File: config.mk
export PLATFORM = sky130hd
export DESIGN_NAME = spf_top
export DESIGN_NICKNAME = d
export VERILOG_FILES = /design/src/hdl/spf_top.v
export VERILOG_INCLUDE_DIRS = /design/src /design/src/hdl
export SDC_FILE = /design/constraint.sdc
export NUM_CORES = 1
export LEC_CHECK = 0
export ABC_AREA = 1
export BUFFER_PORTS_ARGS = -buffer_cell sky130_fd_sc_hd__buf_2
export CORE_AREA = 2 2 170 172
export CTS_CLUSTER_SIZE = 40
export DETAILED_ROUTE_END_ITERATION = 10
export DIE_AREA = 0 0 172 174
export PLACE_DENSITY = 0.76
export SLEW_MARGIN = 20
export SYNTH_ARGS = -nofsm -noshare
export SYNTH_HDL_FRONTEND = slang
export SYNTH_SLANG_ARGS = --single-unit
File: constraint.sdc
create_clock -name clk_sys -period 4.5 [get_ports clk_sys]
set_clock_uncertainty 0.15 [all_clocks]
set_input_delay 0.225 -clock clk_sys [delete_from_list [all_inputs] [get_ports clk_sys]]
set_output_delay 0.225 -clock clk_sys [all_outputs]
set_load 0.03 [all_outputs]
File: src/hdl/spf_defines.vh
// Purpose: constants for the serial port format and protocol mode block
// Assumes: 20 MHz clk_sys, APB register access
// Notes: included by spf_top.v only
// How it works
// RQ1: three ports, each independently configured
// RQ2: 8-bit line code, format and baud nibbles
// RQ3: bit7 7-bit, bit4 2 stop, parity bits
// RQ4: low nibble maps to sixteen baud rates; codes 0 and 1 both give 2400 here, so 15 distinct rates
// RQ5: setting holds until rewritten, survives soft reset
// RQ6: power-up default 38400 8n1
// RQ7: halt switch forces port one default
// RQ8: protocol mode starts in auto-detect
// RQ9: lock onto recognised protocol, check-verified
// RQ10: errored command answered per active protocol
// RQ11: locked port rejects other protocols
// RQ12: ten idle seconds return lock to auto
// RQ13: no-protocol mode only passes data
// RQ14: forced protocol never changes automatically
// RQ15: four protocols supported on every port
// RQ16: commit only after a validated complete frame
// RQ17: every received byte still reaches buffer
`ifndef SPF_DEFINES_VH
`define SPF_DEFINES_VH
// register byte addresses
`define SPF_A_LINE0 12'h000
`define SPF_A_LINE1 12'h004
`define SPF_A_LINE2 12'h008
`define SPF_A_PMODE 12'h00c
`define SPF_A_STAT 12'h010
`define SPF_A_MASK 12'h014
`define SPF_A_STATE 12'h018
// line code fields
`define SPF_B_SEVEN 7
`define SPF_B_PAREN 6
`define SPF_B_ODD 5
`define SPF_B_TWOSTOP 4
`define SPF_LINE_DEF 8'h06
// 16x oversample divisors at 20 MHz, nearest count except 38400, 57600, 115K, 300 and 1200, which are rounded down
`define SPF_DIV_2400 17'h00209
`define SPF_DIV_4800 17'h00104
`define SPF_DIV_9600 17'h00082
`define SPF_DIV_19200 17'h00041
`define SPF_DIV_31250 17'h00028
`define SPF_DIV_38400 17'h00020
`define SPF_DIV_57600 17'h00015
`define SPF_DIV_100K 17'h0000c
`define SPF_DIV_115K 17'h0000a
`define SPF_DIV_230K 17'h00005
`define SPF_DIV_110 17'h02c64
`define SPF_DIV_150 17'h0208d
`define SPF_DIV_300 17'h01046
`define SPF_DIV_600 17'h00823
`define SPF_DIV_1200 17'h00411
// protocol ids (detect/kind)
`define SPF_P_NATIVE 2'h0
`define SPF_P_MBASCII 2'h1
`define SPF_P_MBRTU 2'h2
`define SPF_P_HOSTLINK 2'h3
// configured mode codes
`define SPF_CFG_AUTO 3'h0
`define SPF_CFG_NONE 3'h1
`define SPF_CFG_FIXED 3'h2
// run state codes
`define SPF_S_AUTO 2'h0
`define SPF_S_LOCK 2'h1
`define SPF_S_NONE 2'h2
`define SPF_S_FIXED 2'h3
// timing
`define SPF_CLK_HZ 20000000
`define SPF_IDLE_S 10
`define SPF_IDLE_CYC (`SPF_CLK_HZ * `SPF_IDLE_S)
`endif

File: src/hdl/spf_top.v
// Purpose: line-format registers and protocol-mode machines, three ports
// Assumes: frame decoders upstream report validated frames per port
// Notes: baud divider output is a per-port one-cycle tick at 16x rate
`include "spf_defines.vh"
module spf_top #(
  parameter integer IDLE_CYC = `SPF_IDLE_CYC,
  parameter integer NPORT = 3
) (
  input wire clk_sys,
  input wire nrst,
  input wire soft_rst,
  input wire halt_switch,
  input wire psel,
  input wire penable,
  input wire pwrite,
  input wire [11:0] paddr,
  input wire [31:0] pwdata,
  output reg [31:0] prdata,
  output reg pready,
  output reg pslverr,
  input wire [NPORT-1:0] rx_byte_valid,
  input wire [NPORT*8-1:0] rx_byte,
  input wire [NPORT-1:0] frame_done,
  input wire [NPORT*2-1:0] frame_proto,
  input wire [NPORT-1:0] frame_ok,
  output reg [NPORT-1:0] buf_wr,
  output reg [NPORT*8-1:0] buf_data,
  output reg [NPORT-1:0] cmd_accept,
  output reg [NPORT-1:0] cmd_error_reply,
  output reg [NPORT*2-1:0] active_proto,
  output reg [NPORT-1:0] reply_enable,
  output reg [NPORT-1:0] seven_bits,
  output reg [NPORT-1:0] parity_en,
  output reg [NPORT-1:0] parity_odd,
  output reg [NPORT-1:0] two_stop,
  output reg [NPORT-1:0] baud_tick,
  output reg irq
);

  // ************************************************************
  // overview
  // ************************************************************
  // three ports share one register bus and one clock; each port
  // owns a line code, a mode machine, a baud divider and a buffer
  // write path. frame decoders outside this block judge framing and
  // check sequences; this block only decides what a port does with
  // each verdict, so a decoder change never touches the mode logic.
  //
  // register map, one word per register, data in the low bits:
  //   line codes for ports one to three at 0x00, 0x04 and 0x08
  //   mode word at 0x0c: 3 bits of config per port, then 2 bits
  //     of fixed protocol per port from bit 9 upward
  //   sticky status at 0x10: lock events low, refused commands
  //     high, write one to clear; an event beats a clear
  //   mask at 0x14, same layout as the status word
  //   run state at 0x18, read only, 2 bits per port
  // any other address answers with a slave error, changes nothing.
  //
  // reset split: nrst is the power-on reset and resets everything,
  // line codes included. soft_rst only sends the mode machines
  // back to auto-detect, so a running link keeps its format.
  //
  // limitation: the register map is laid out for three ports; a
  // different port count needs the read mux and field slices redone.

  // ************************************************************
  // baud table: 16x oversample divisors at 20 MHz
  // ************************************************************
  // rounding to whole counts costs accuracy at the fast end: 38400
  // runs under two percent fast, 230400 about eight percent fast,
  // a limit of the 20 MHz clock; the slowest rate needs 14 of the 17 bits.
  function [16:0] spf_div;
    input [3:0] code;
    begin
      case (code) // see RQ4
        4'h0: spf_div = `SPF_DIV_2400;
        4'h1: spf_div = `SPF_DIV_2400; // same rate as code 0
        4'h2: spf_div = `SPF_DIV_4800;
        4'h3: spf_div = `SPF_DIV_9600;
        4'h4: spf_div = `SPF_DIV_19200;
        4'h5: spf_div = `SPF_DIV_31250;
        4'h6: spf_div = `SPF_DIV_38400;
        4'h7: spf_div = `SPF_DIV_57600;
        4'h8: spf_div = `SPF_DIV_100K;
        4'h9: spf_div = `SPF_DIV_115K;
        4'ha: spf_div = `SPF_DIV_230K;
        4'hb: spf_div = `SPF_DIV_110;
        4'hc: spf_div = `SPF_DIV_150;
        4'hd: spf_div = `SPF_DIV_300;
        4'he: spf_div = `SPF_DIV_600;
        default: spf_div = `SPF_DIV_1200;
      endcase
    end
  endfunction

  // ************************************************************
  // register file
  // ************************************************************
  reg [7:0] line_reg [0:NPORT-1];
  reg [NPORT*3-1:0] pmode_reg; // per port: cfg mode(3)
  reg [NPORT*2-1:0] pfix_reg;  // per port: fixed protocol
  reg [NPORT-1:0] stat_reg;    // lock events
  reg [NPORT-1:0] stat_err_reg; // rejected commands
  reg [2*NPORT-1:0] mask_reg;
  reg [1:0] state_reg [0:NPORT-1];
  reg halt_seen_reg;
  reg first_reg;

  wire apb_wr = psel & penable & pwrite & pready;
  wire apb_rd = psel & penable & ~pwrite & pready;
  wire [NPORT-1:0] ev_lock;
  wire [NPORT-1:0] ev_err;

  // capture halt switch once after reset release, not under reset
  // the switch is read only here: flipping it later has no effect
  // until the next power-on reset, which keeps a bouncing switch
  // from locking software out in mid-run
  always @(posedge clk_sys or negedge nrst) begin
    if (!nrst) begin
      first_reg <= 1'b1;
      halt_seen_reg <= 1'b0;
    end else if (first_reg) begin
      first_reg <= 1'b0;
      halt_seen_reg <= halt_switch; // see RQ7
    end
  end

  // ************************************************************
  // register bus
  // ************************************************************
  // the word is decoded and latched at the setup edge; pready
  // rises at that same edge and stands for one cycle only, so every
  // transfer has exactly one access cycle. reads have no side
  // effects; writes land at the access edge.
  // apb: single wait-free answer, one cycle after setup
  always @(posedge clk_sys or negedge nrst) begin
    if (!nrst) begin
      pready <= 1'b0;
      pslverr <= 1'b0;
      prdata <= 32'h0000_0000;
    end else begin
      pready <= psel & ~penable;
      pslverr <= 1'b0;
      if (psel & ~penable) begin
        prdata <= 32'h0000_0000;
        if (paddr == `SPF_A_LINE0)
          prdata <= {24'h0, line_reg[0]};
        else if (paddr == `SPF_A_LINE1)
          prdata <= {24'h0, line_reg[1]};
        else if (paddr == `SPF_A_LINE2)
          prdata <= {24'h0, line_reg[2]};
        else if (paddr == `SPF_A_PMODE)
          prdata <= {17'h0, pfix_reg, pmode_reg};
        else if (paddr == `SPF_A_STAT)
          prdata <= {26'h0, stat_err_reg, stat_reg};
        else if (paddr == `SPF_A_MASK)
          prdata <= {26'h0, mask_reg};
        else if (paddr == `SPF_A_STATE)
          prdata <= {26'h0, state_reg[2], state_reg[1], state_reg[0]};
        else
          pslverr <= 1'b1; // unmapped address
      end
    end
  end

  // ************************************************************
  // line codes, mode word, status and interrupt
  // ************************************************************
  // line settings: power-on default, soft reset leaves them alone
  // with the halt switch captured, port one ignores writes so the
  // service link always comes up at the default format; ports two
  // and three stay writable
  always @(posedge clk_sys or negedge nrst) begin
    if (!nrst) begin
      line_reg[0] <= `SPF_LINE_DEF; // see RQ6
      line_reg[1] <= `SPF_LINE_DEF;
      line_reg[2] <= `SPF_LINE_DEF;
    end else if (first_reg) begin
      line_reg[0] <= `SPF_LINE_DEF;
    end else if (apb_wr) begin
      // halt blocks stored-config rewrites of port one
      if (paddr == `SPF_A_LINE0 && !halt_seen_reg)
        line_reg[0] <= pwdata[7:0]; // see RQ5 RQ7
      else if (paddr == `SPF_A_LINE1)
        line_reg[1] <= pwdata[7:0]; // see RQ2
      else if (paddr == `SPF_A_LINE2)
        line_reg[2] <= pwdata[7:0];
    end
  end

  // mode config, mask, sticky status (set wins over clear)
  // letting the event win means a lock or refusal that lands in the
  // same cycle as a clear is never lost; software sees it next read
  always @(posedge clk_sys or negedge nrst) begin
    if (!nrst) begin
      pmode_reg <= {NPORT{`SPF_CFG_AUTO}}; // see RQ8
      pfix_reg <= {NPORT{`SPF_P_NATIVE}};
      mask_reg <= 6'h00;
      stat_reg <= 3'h0;
      stat_err_reg <= 3'h0;
    end else begin
      if (apb_wr && paddr == `SPF_A_PMODE && !halt_seen_reg) begin
        pmode_reg <= pwdata[8:0];
        pfix_reg <= pwdata[14:9];
      end
      if (apb_wr && paddr == `SPF_A_MASK)
        mask_reg <= pwdata[5:0];
      if (apb_wr && paddr == `SPF_A_STAT) begin
        stat_reg <= (stat_reg & ~pwdata[2:0]) | ev_lock;
        stat_err_reg <= (stat_err_reg & ~pwdata[5:3]) | ev_err;
      end else begin
        stat_reg <= stat_reg | ev_lock;
        stat_err_reg <= stat_err_reg | ev_err;
      end
    end
  end

  // interrupt level from unmasked sticky bits
  // registered so the pin never glitches; it trails the status
  // bits and the mask by one cycle
  always @(posedge clk_sys or negedge nrst) begin
    if (!nrst)
      irq <= 1'b0;
    else
      irq <= |({stat_err_reg, stat_reg} & mask_reg);
  end

  // ************************************************************
  // per-port mode machine, baud divider, buffer pass-through
  // ************************************************************
  genvar g;
  generate
    for (g = 0; g < NPORT; g = g + 1) begin : port // see RQ1 RQ15
      reg [1:0] lock_proto_reg;
      reg [27:0] idle_reg;
      reg [16:0] bdiv_reg;
      wire [2:0] cfg = pmode_reg[g*3 +: 3];
      wire [1:0] fp = frame_proto[g*2 +: 2];
      wire [1:0] st = state_reg[g];
      wire fd = frame_done[g];
      wire ok = frame_ok[g];
      wire same = (fp == lock_proto_reg);
      wire [16:0] lim = spf_div(line_reg[g][3:0]);

      assign ev_lock[g] = fd & ok & (st == `SPF_S_AUTO);
      // wrong protocol while locked or fixed is refused
      assign ev_err[g] = fd & ((st == `SPF_S_LOCK) |
                         (st == `SPF_S_FIXED)) & ok & ~same;

      // mode machine per port:
      //   auto  - any frame that passes its decoder locks the port
      //           to that frame's protocol and is answered
      //   lock  - only frames of the locked protocol are answered;
      //           another protocol's frame is a refused command;
      //           the idle counter restarts on each frame of the
      //           locked protocol, and at its end the
      //           port drops back to auto
      //   none  - nothing is answered, bytes still reach the buffer
      //   fixed - as lock, but the protocol comes from the mode
      //           word and the idle counter is not used
      // the config word overrides the machine every cycle, so a
      // mode write takes effect at the next edge whatever the state
      always @(posedge clk_sys or negedge nrst) begin
        if (!nrst) begin
          state_reg[g] <= `SPF_S_AUTO;
          lock_proto_reg <= `SPF_P_NATIVE;
          idle_reg <= 28'h0000000;
        end else if (soft_rst) begin
          state_reg[g] <= `SPF_S_AUTO;
          idle_reg <= 28'h0000000;
        end else if (cfg == `SPF_CFG_NONE) begin
          state_reg[g] <= `SPF_S_NONE; // see RQ13
        end else if (cfg == `SPF_CFG_FIXED) begin
          state_reg[g] <= `SPF_S_FIXED; // see RQ14
          lock_proto_reg <= pfix_reg[g*2 +: 2];
        end else begin
          case (st)
            `SPF_S_LOCK: begin
              if (fd && same) begin
                idle_reg <= 28'h0000000;
              end else if (idle_reg == IDLE_CYC - 1) begin
                state_reg[g] <= `SPF_S_AUTO; // see RQ12
                idle_reg <= 28'h0000000;
              end else begin
                idle_reg <= idle_reg + 28'h0000001;
              end
            end
            `SPF_S_AUTO: begin
              idle_reg <= 28'h0000000;
              if (fd && ok) begin // see RQ16
                state_reg[g] <= `SPF_S_LOCK; // see RQ9
                lock_proto_reg <= fp;
              end
            end
            default: state_reg[g] <= `SPF_S_AUTO;
          endcase
        end
      end

      // command outcome strobes for the protocol engines
      // strobes are judged on the state before the frame, so the
      // frame that locks a port in auto is itself answered; a bad
      // frame in auto gets no reply because no protocol owns it yet
      always @(posedge clk_sys or negedge nrst) begin
        if (!nrst) begin
          cmd_accept[g] <= 1'b0;
          cmd_error_reply[g] <= 1'b0;
          active_proto[g*2 +: 2] <= `SPF_P_NATIVE;
          reply_enable[g] <= 1'b0;
        end else begin
          active_proto[g*2 +: 2] <= (st == `SPF_S_AUTO) ? fp :
                                    lock_proto_reg;
          reply_enable[g] <= (st != `SPF_S_NONE);
          cmd_accept[g] <= fd & ok & (st != `SPF_S_NONE) &
                           ((st == `SPF_S_AUTO) | same); // see RQ11
          // bad check on own protocol gets protocol's error reply
          cmd_error_reply[g] <= fd & ~ok & (st != `SPF_S_NONE) &
                                (st != `SPF_S_AUTO) & same; // see RQ10
        end
      end

      // format decode and baud tick
      // the compare uses >= so a rate change to a shorter divisor in
      // mid-count wraps at once instead of running through 17 bits
      always @(posedge clk_sys or negedge nrst) begin
        if (!nrst) begin
          seven_bits[g] <= 1'b0;
          parity_en[g] <= 1'b0;
          parity_odd[g] <= 1'b0;
          two_stop[g] <= 1'b0;
          bdiv_reg <= 17'h00000;
          baud_tick[g] <= 1'b0;
        end else begin
          seven_bits[g] <= line_reg[g][`SPF_B_SEVEN]; // see RQ3
          parity_en[g] <= line_reg[g][`SPF_B_PAREN];
          parity_odd[g] <= line_reg[g][`SPF_B_ODD];
          two_stop[g] <= line_reg[g][`SPF_B_TWOSTOP];
          if (bdiv_reg >= lim - 17'h00001) begin
            bdiv_reg <= 17'h00000;
            baud_tick[g] <= 1'b1;
          end else begin
            bdiv_reg <= bdiv_reg + 17'h00001;
            baud_tick[g] <= 1'b0;
          end
        end
      end

      // every byte goes to the receive buffer regardless of mode
      // protocol handling only watches the stream and never eats
      // bytes, so the program sees commands too
      always @(posedge clk_sys or negedge nrst) begin
        if (!nrst) begin
          buf_wr[g] <= 1'b0;
          buf_data[g*8 +: 8] <= 8'h00;
        end else begin
          buf_wr[g] <= rx_byte_valid[g]; // see RQ17
          buf_data[g*8 +: 8] <= rx_byte[g*8 +: 8];
        end
      end
    end
  endgenerate

endmodule // spf_top

### After elaboration in Yosys (flattened, before gate mapping)

Memories as Yosys holds them, arrays and structs flattened.
Index checks and enable logic that the tools add are counted.

* register bits after elaboration: 292
* memory bits (read-only): 672
* bits of input ports: 90
* output and inout bits: 92
* memories kept: 3

* add/sub/neg operators: 9
* order comparisons: 3
* eq/ne operators: 42
* mux-type cells: 81
* bitwise gates (word level): 66
* reductions and logical operators: 43

Memories
* (no name shown): words 16, width 14, read ports 1, clocked after memory_dff 0, wr ports 0, line spf_top.v:75 `case (code)`
* (no name shown): words 16, width 14, read ports 1, clocked after memory_dff 0, wr ports 0, line spf_top.v:75
* (no name shown): words 16, width 14, read ports 1, clocked after memory_dff 0, wr ports 0, line spf_top.v:75

Operator list (count)
* $mux W28: 15
* $pmux W28 S2: 3
* $add A28 B1 Y28 const B: 3
* $eq A28 B28 Y1 const B: 3
* $mux W32: 2
* $mux W2: 30
* $add A17 B1 Y17 const B: 3
* $ge A17 B17 Y1: 3
* $mux W17: 3
* $sub A17 B1 Y17 const B: 3
* $mux W8: 5
* $and A1 B1 Y1: 37
* $eq A12 B5 Y1 const B: 3
* $mux W15: 2
* $ne A5 B2 Y1 const B: 5
* $eq A12 B4 Y1 const B: 2
* $mux W24: 1
* $reduce_bool A2 Y1: 11
* $ne A5 B5 Y1 const B: 4
* $mux W6: 3
* $ne A2 B2 Y1 const B: 9
* $reduce_and A3 Y1: 6
* $mux W16: 1
* $reduce_and A4 Y1: 4
* 23 further kinds: 83

### Depth between registers and ports, before layout

Gate-level depths: netlist of the first run.

* word-level depth: 9
* mapped depth: 23
* gate-level depth less buffers: 22

### Least setup slack after synthesis of the first run

Ideal clock, no wire load.

* path type: register to register
* from: register line_reg[9] (netlist name)
* to: register port[1].bdiv_reg[10]
* arrival: 3156 ps
* required time: 4276 ps
* path slack: 1121 ps
* cell stages (with the launch flop): 20
* path buffers: 1
* period minus slack after synthesis: 3379 ps
* cells stage by stage: dfstp_2 > inv_1 > ha_1 > nand2_1 > nand2_1 > a21boi_1 > ha_1 > inv_1 > nor2_4 > nand3_1 > xnor2_1 > ha_1 > a21oi_1 > nor2_1 > nor3b_1 > nand2_1 > nand2_1 > nand4_2 > clkbuf_1 > nor2_1

* longest elaborated chain between the ends: 4

Ends and longest elaborated chain
* from (decl): line spf_top.v:99 `reg [7:0] line_reg [0:NPORT-1];`
* $mem_v2 Z16 W14
* $sub A17 B1 Y17: line spf_top.v:338 `if (bdiv_reg >= lim - 17'h00001) begin`
* $ge A17 B17 Y1: line spf_top.v:338
* $mux W17: line spf_top.v:338
* to (signal assigned): line spf_top.v:342 `bdiv_reg <= bdiv_reg + 17'h00001;`
* to (decl): line spf_top.v:236 `reg [16:0] bdiv_reg;`

Every way passes these cells.
A chain may end at the register's enable or synchronous reset.

### Worst setup path after layout of the first run

* from: register line_reg[1] (netlist name)
* to: register port[2].bdiv_reg[13]

* longest elaborated chain between the ends: 4

Ends and longest elaborated chain (line)
* $mem_v2 Z16 W14
* $sub A17 B1 Y17: spf_top.v:338
* $ge A17 B17 Y1: spf_top.v:338
* $mux W17: spf_top.v:338
* to (signal assigned): spf_top.v:342
* to (decl): spf_top.v:236

Every way passes these cells.

==> results of run 1 <==
cell usage in the layout (no fill, tap or decap), drive strengths merged, types with 4 or more instances in the layout:
cell / count
nand4: 71
o21ai: 160
dfstp: 7
a21boi: 4
nor3: 81
mux2: 7
dlygate4sd3: 64
clkinv: 4
a31oi: 5
nor4: 6
ha: 81
xor2: 44
and3: 4
nand3b: 7
buf: 152
nand2: 527
dfrtp: 268
a21oi: 72
xnor2: 23
o22ai: 9
o211ai: 10
conb: 18
nor2: 308
o21bai: 9
nand3: 151
inv: 271
clkbuf: 47
cells in the mapped netlist, types with 7 or more instances:
master / number
a21oi_1: 72
buf_2: 20
buf_4: 23
clkbuf_1: 7
dfrtp_1: 268
dfstp_2: 7
ha_1: 81
inv_1: 265
mux2_2: 7
nand2_1: 516
nand2_2: 10
nand3_1: 149
nand3b_1: 7
nand4_1: 67
nor2_1: 296
nor2_2: 8
nor3_1: 73
nor3_2: 7
o211ai_1: 10
o21ai_0: 149
o21ai_1: 8
o21bai_1: 9
o22ai_1: 9
xnor2_1: 23
xor2_1: 44
worst max path at each step:
stage,depth (start not counted),slack (ps),endpoint
CTS,21,610,port[2].bdiv_reg[13]
finish,21,570,port[2].bdiv_reg[13]
floorplan,19,1120,port[1].bdiv_reg[10]
global route,20,190,port[2].bdiv_reg[2]
detailed placement,21,630,port[2].bdiv_reg[15]
global placement,19,760,baud_tick[2]
kinds of logic (layout without fill, tap and decap cells):
kind of cell / after synthesis / count (layout) / synth area share
other: 1 / 20 / 0.0002264
DFF: 275 / 275 / 0.4160
adders and majority gates: 81 / 81 / 0.06118
muxes: 8 / 8 / 0.005363
AOI/OAI and AO/OA: 283 / 283 / 0.09404
and+or+nand+nor: 1159 / 1159 / 0.3063
xor gates and xnor gates: 67 / 67 / 0.03543
buffers and inverters: 324 / 542 / 0.08150
routing by layer:
layer	vias to the layer above	part of all wire	wire length [µm]
met2	540	0.48	20780
met4	0	0.039	1698
li1	7563	-	-
met3	121	0.054	2346
met1	7310	0.43	18460
met5	-	0	0
cell type report:
type,count,share of cell area
Multi-Input combinational cell,1616,0.4365
Antenna cell,2,0.0002605
Clock buffer,47,0.04708
Tap cell,384,0.02500
Clock inverter,8,0.005535
Inverter,271,0.05294
Sequential cell,275,0.3586
Timing Repair Buffer,216,0.07410
worst min-delay path: cells and delay by family:
kind	cells	cell delay [ps]
AOI/OAI and AO/OA	1	100
buffers and inverters	2	120
and+or+nand+nor	3	320
through the flow:
step | setup WS [ps] | std cells | util
after floorplan | 1121 | 2215 | -
after global placement | 761.6 | 2698 | 0.6219
after detailed placement | 627.5 | 2698 | 0.6219
after CTS | 611.4 | 2817 | 0.6803
after global routing | 194.1 | 2819 | 0.6805
final | 571.0 | 2819 | 0.6805
report_power, final:
group	leakage (nW)	internal [mW]	switching, mW	total [mW]
Combinational	5.24	0.322	0.554	0.876
Sequential	3.63	2.61	0.131	2.74
Clock	0.491	1.49	1.02	2.50
==> results.json, run 1 <==
{
  "core-area_um2": 28240,
  "synth_seq_area_share": 0.4160,
  "reg2regPathDepth": 21,
  "worst-path-buf-inv": 5,
  "ios": 182,
  "die_area_um2": 29930,
  "synth_top_area_cell": "dfrtp_1",
  "rsz0062_at_grt": "false",
  "r2r_end": "port[2].bdiv_reg[13]",
  "numPortBuffers": 147,
  "die_y_um": 174,
  "p_leak_nw": 9.369,
  "cts_tree": "done",
  "cts_buffers": 30,
  "clk_latency_ps": 580,
  "routedWlPerCell_um": 15.35,
  "place_congestion": 0.9357,
  "crit_type": "reg -> reg",
  "antenna_left": 0,
  "status": "complete, no violations",
  "grt_max_degree": 123,
  "startpoint": "line_reg[1]",
  "crit_slowest_cell": "dfstp_2",
  "maxCapViolCount": 0,
  "ys_async_sr_fraction": 1.000,
  "setup_violations": 0,
  "fin_tns_setup_ps": 0,
  "critPathCaptureType": "flip-flop",
  "nFillCells": 2426,
  "hold_violations": 0,
  "critical_path.max_stage_delay_ps": 620,
  "cts_buffer_depth": 3,
  "drive_above_1_share": 0.1081,
  "yosys_most_used_dff": "dfrtp_1",
  "cp_data_required_time_ps": 4830,
  "multi_input_area_um2": 8388,
  "hold-path-cell-count": 6,
  "grtUsageTotal": 0.2910,
  "busiest_layer": "met2",
  "hold_slack_ps": 114.5,
  "ctsHoldBuffers": 64,
  "cts_setup_buffers": 0,
  "ctsResizeCount": 0,
  "crit_fanout": 18,
  "r2r_slack_ps": 570,
  "power_density_nw_per_um2": 318.5,
  "hpwl_um": 31030,
  "placed_area_um2": 17560,
  "nets": 2581,
  "grt_pass1_wl_um": 71590,
  "grt_pass1_vias": 14963,
  "cp.arrival_ps": 4260,
  "vias": 15534,
  "path_common_cell": "nand2_1",
  "netlist.area_leader.share": 0.4049,
  "cp-start-kind": "flip-flop",
  "initial_core_util": 0.5866,
  "cts_sinks": 275,
  "crit_chain": "inv_1 -> ha_1 -> nand2_1 -> nand2_1 -> nand2_1 -> nand2_1 -> inv_1 -> ha_1 -> inv_1 -> nor2_2 -> nand3_1 -> nand2_1 -> inv_1 -> ha_1 -> nand2_1 -> inv_1 -> o21ai_0 -> a21oi_1 -> nor2_1 -> nand4_2 -> nor2_1",
  "root_buffer": "clkbuf_16",
  "drtIter0Drc": 1177,
  "r2r_start": "line_reg[1]",
  "fmax_mhz": 254.5,
  "seqCellArea_um2": 6890,
  "antenna_found_initial": 2,
  "irDropWorstVdd_mv": 0.3169,
  "slew_viol_final": 0,
  "use_met3": 0.03643,
  "synth.avg_cell_area_um2": 7.536,
  "yosys-top-cells-area": "dfrtp_1, nand2_1, nor2_1",
  "first_pass_iters": 6,
  "die_width_um": 172,
  "largest_reg_flops": 84,
  "area_growth_pct": 16.01,
  "worst_pin_slew_ps": 1056,
  "hp-start": "paddr[4]",
  "syn-cell-area_um2": 16560,
  "fin_crit_ps": 3929,
  "hold-path-endpoint": "pslverr",
  "synth_edf_count": 0,
  "vias_per_cell": 5.510,
  "fin_crit_sh": 0.8731,
  "slew-limit-headroom": 0.2935,
  "row_count": 62,
  "synth_cell_types": 58,
  "use_met2": 0.4841,
  "use_met1": 0.3874,
  "min_path_type": "in -> reg",
  "fin_total_pwr_mw": 6.121,
  "drt-total-wl_um": 43280,
  "route.detailed.drc": 0,
  "crit_family": "simple AND/OR/NAND/NOR gates",
  "yosys_warnings": 0,
  "grt-ovfl-total": 0,
  "cts_max_level": 1,
  "clk_pin_slew_ps": 60,
  "fin_area_um2": 19220,
  "synth-seq-cells": 275,
  "synth_cells": 2198
}
(Power assumes the default switching activity.)
==> run 2, diff against run 1 <==
--- a/config.mk
+++ b/config.mk
@@ -6,13 +6,12 @@
 export SDC_FILE = /design/constraint.sdc
 export NUM_CORES = 1
 export LEC_CHECK = 0
-export ABC_AREA = 1
 export BUFFER_PORTS_ARGS = -buffer_cell sky130_fd_sc_hd__buf_2
-export CORE_AREA = 2 2 170 172
+export CORE_AREA = 2 2 166 168
 export CTS_CLUSTER_SIZE = 40
 export DETAILED_ROUTE_END_ITERATION = 10
-export DIE_AREA = 0 0 172 174
-export PLACE_DENSITY = 0.76
+export DIE_AREA = 0 0 168 170
+export PLACE_DENSITY = 0.75
 export SLEW_MARGIN = 20
 export SYNTH_ARGS = -nofsm -noshare
 export SYNTH_HDL_FRONTEND = slang
==> run 2 against run 1 <==
Net effect:
- sequential cell count did not move
- fmax fell by 9.3%
- non-clock buffer count rose by 19
- worst setup slack got worse by 400 ps
- first-iteration DRC count fell by 7.1%
- die area fell by 4.6%
- critical path depth fell by 6
- critical endpoint is now port[2].bdiv_reg[0]
==> results.json, run 2 <==
{
  "row_count": 60,
  "synth_top_area_cell": "dfrtp_1",
  "initial_core_util": 0.5819,
  "die_y_um": 170,
  "grt-ovfl-total": 0,
  "synth_cell_types": 81,
  "hold-path-endpoint": "stat_err_reg[1]",
  "grt_pass1_vias": 12830,
  "layout_setup_ws_ps": 166.4,
  "hold_violations": 0,
  "cts_max_level": 1,
  "yosysMostFrequentCell": "dfrtp_1",
  "final_cell_mix": "dfrtp_1, nor2_1, nand2_1",
  "area_growth_pct": 18.75,
  "fin_tns_setup_ps": 0,
  "cp_data_required_time_ps": 4770,
  "cp-start-kind": "flip-flop",
  "clk_pin_slew_ps": 60,
  "place_ws_ps": 30.16,
  "largest_reg_flops": 84,
  "critPathCaptureType": "flip-flop",
  "r2r_start": "line_reg[1]",
  "yosys-top-cells-area": "dfrtp_1, ha_1, nor2_1",
  "crit_fanout": 18,
  "ios": 182,
  "nets": 1996,
  "netlist.area_leader.share": 0.4325,
  "reg2regPathDepth": 15,
  "r2r_slack_ps": 170,
  "maxCapViolCount": 0,
  "place_congestion": 0.9258,
  "drt-total-wl_um": 39040,
  "synth_xor_area_frac": 0.05930,
  "cp.arrival_ps": 4610,
  "antenna_found_initial": 2,
  "r2r_end": "port[2].bdiv_reg[0]",
  "synthMuxAreaShare": 0.05971,
  "route.detailed.drc": 0,
  "grt_max_degree": 96,
  "vias": 13177,
  "antenna_left": 0,
  "syn-cell-area_um2": 15510,
  "synth_edf_count": 0,
  "synth_cells": 1607,
  "ys_async_sr_fraction": 1.000,
  "hold-path-cell-count": 5,
  "root_buffer": "clkbuf_16",
  "die_area_um2": 28560,
  "hpwl_um": 26870,
  "core-area_um2": 26650,
  "fin_crit_sh": 0.9630,
  "synth_seq_area_share": 0.4443,
  "yosys_warnings": 0,
  "crit_type": "reg -> reg",
  "cts_sinks": 275,
  "synth.avg_cell_area_um2": 9.650,
  "synth_top_family_by_area": "simple AND/OR/NAND/NOR gates",
  "synthSimpleGateAreaFrac": 0.2115,
  "hold_slack_ps": 62.43,
  "drive_above_1_share": 0.1698,
  "fin_crit_ps": 4334,
  "min_path_type": "in -> reg",
  "cts_buffers": 30,
  "irDropWorstVdd_mv": 0.5031,
  "slew-limit-headroom": 0.3231,
  "setup_violations": 0,
  "slew_viol_final": 0,
  "hp-start": "paddr[1]",
  "synth_compound_area_frac": 0.1258,
  "first_pass_iters": 8,
  "yosys-top-cells-count": "dfrtp_1, nor2_1, nand2_1, nand3_1",
  "drtIter0Drc": 1094,
  "status": "complete, no violations",
  "clk_latency_ps": 560,
  "worst_pin_slew_ps": 1012,
  "cts_tree": "done",
  "fmax_mhz": 230.8,
  "nFillCells": 2041,
  "die_width_um": 168,
  "synth_fa_ha_area_frac": 0.06535,
  "fin_total_pwr_mw": 6.378,
  "grtUsageTotal": 0.2695,
  "vias_per_cell": 6.009,
  "routedWlPerCell_um": 17.80,
  "final_common_cell": "dfrtp_1",
  "power_density_nw_per_um2": 346.3,
  "numPortBuffers": 147,
  "yosys_most_used_dff": "dfrtp_1",
  "grt_pass1_wl_um": 63290,
  "synth-seq-cells": 275,
  "cts_buffer_depth": 3,
  "p_leak_nw": 8.515
}
## run 2: cell types whose count changed after synthesis, sizes merged, moves of 24 or more
cell and change:
and3 +25, clkbuf +24, inv -223, mux2 +41
mux2i +24, nand2 -364, nand3 -67, nor2 -137
nor3 -52, o21ai -85
## run 2: metal layers
layer  routed length [µm]  GRT usage  vias up
li1                     -          -     6199
met1                16690     0.3518     6454
met2                19050     0.4682      438
met3                 2216    0.03651       86
met4                 1088    0.08620        0
met5                    0          0        -
## run 2: kinds of logic after synthesis
group,Yosys count
and+or+nand+nor,648
AOI/OAI and AO/OA,302
DFF,275
buffers and inverters,116
xor gates and xnor gates,105
adders and majority gates,81
muxes,79
other,1
## run 2: through the flow
stage | utilization | std cells | instance area [µm²]
after global placement | 0.6214 | 2064 | 16560
final | 0.6910 | 2193 | 18420
after CTS | 0.6881 | 2186 | 18340
after floorplan | - | 1624 | 15570
after global routing | 0.6908 | 2191 | 18410
after detailed placement | 0.6214 | 2064 | 16560
## run 2: timing repair
item	4_1_cts	5_1_grt
endpoints found under the hold margin	175	0
hold buffers	66	0
setup endpoints to repair	0	54
buffers inserted	0	4
resized for setup	0	7
## run 2: how the worst max path moves through the flow
stage / startpoint / end / slack [ps]
2_1_floorplan: line_reg[1] / port[2].bdiv_reg[10] / 40
3_5_place_dp: line_reg[1] / port[2].bdiv_reg[0] / 30
6_report: line_reg[1] / port[2].bdiv_reg[0] / 170
3_3_place_gp: line_reg[1] / port[2].bdiv_reg[0] / 180
5_1_grt: line_reg[17] / port[0].bdiv_reg[6] / -20
4_1_cts: line_reg[1] / port[2].bdiv_reg[0] / 10
## run 2: critical path, cell delays in order (launching register included)
cell and delay [ps]:
dfstp_2 530, inv_1 90, ha_1 320, mux2_2 290, a21oi_2 230, nand4_1 180, or3b_2 540, a21oi_1 230
a21oi_1 80, ha_1 310, nand4_1 110, or4_1 540, a21oi_1 160, a211oi_1 70, buf_4 200, nor3b_1 150
## run 2: report_power, final
part / internal (mW) / total, mW / switching [mW]
logic: 0.361 / 0.878 / 0.517
registers: 2.61 / 2.77 / 0.156
clock network: 1.73 / 2.73 / 1.00
## run 2: cell type report
type                    count  area, µm²  share of cell area
diodes                      3      7.507           0.0004077
clock buffers              45      908.4             0.04933
clock inverters            11      209.0             0.01135
inverters                  50      187.7             0.01019
multi-input cells        1233       8198              0.4452
flip-flops and latches    275       6890              0.3742
well taps                 341      426.7             0.02317
repair buffers            235       1588             0.08622
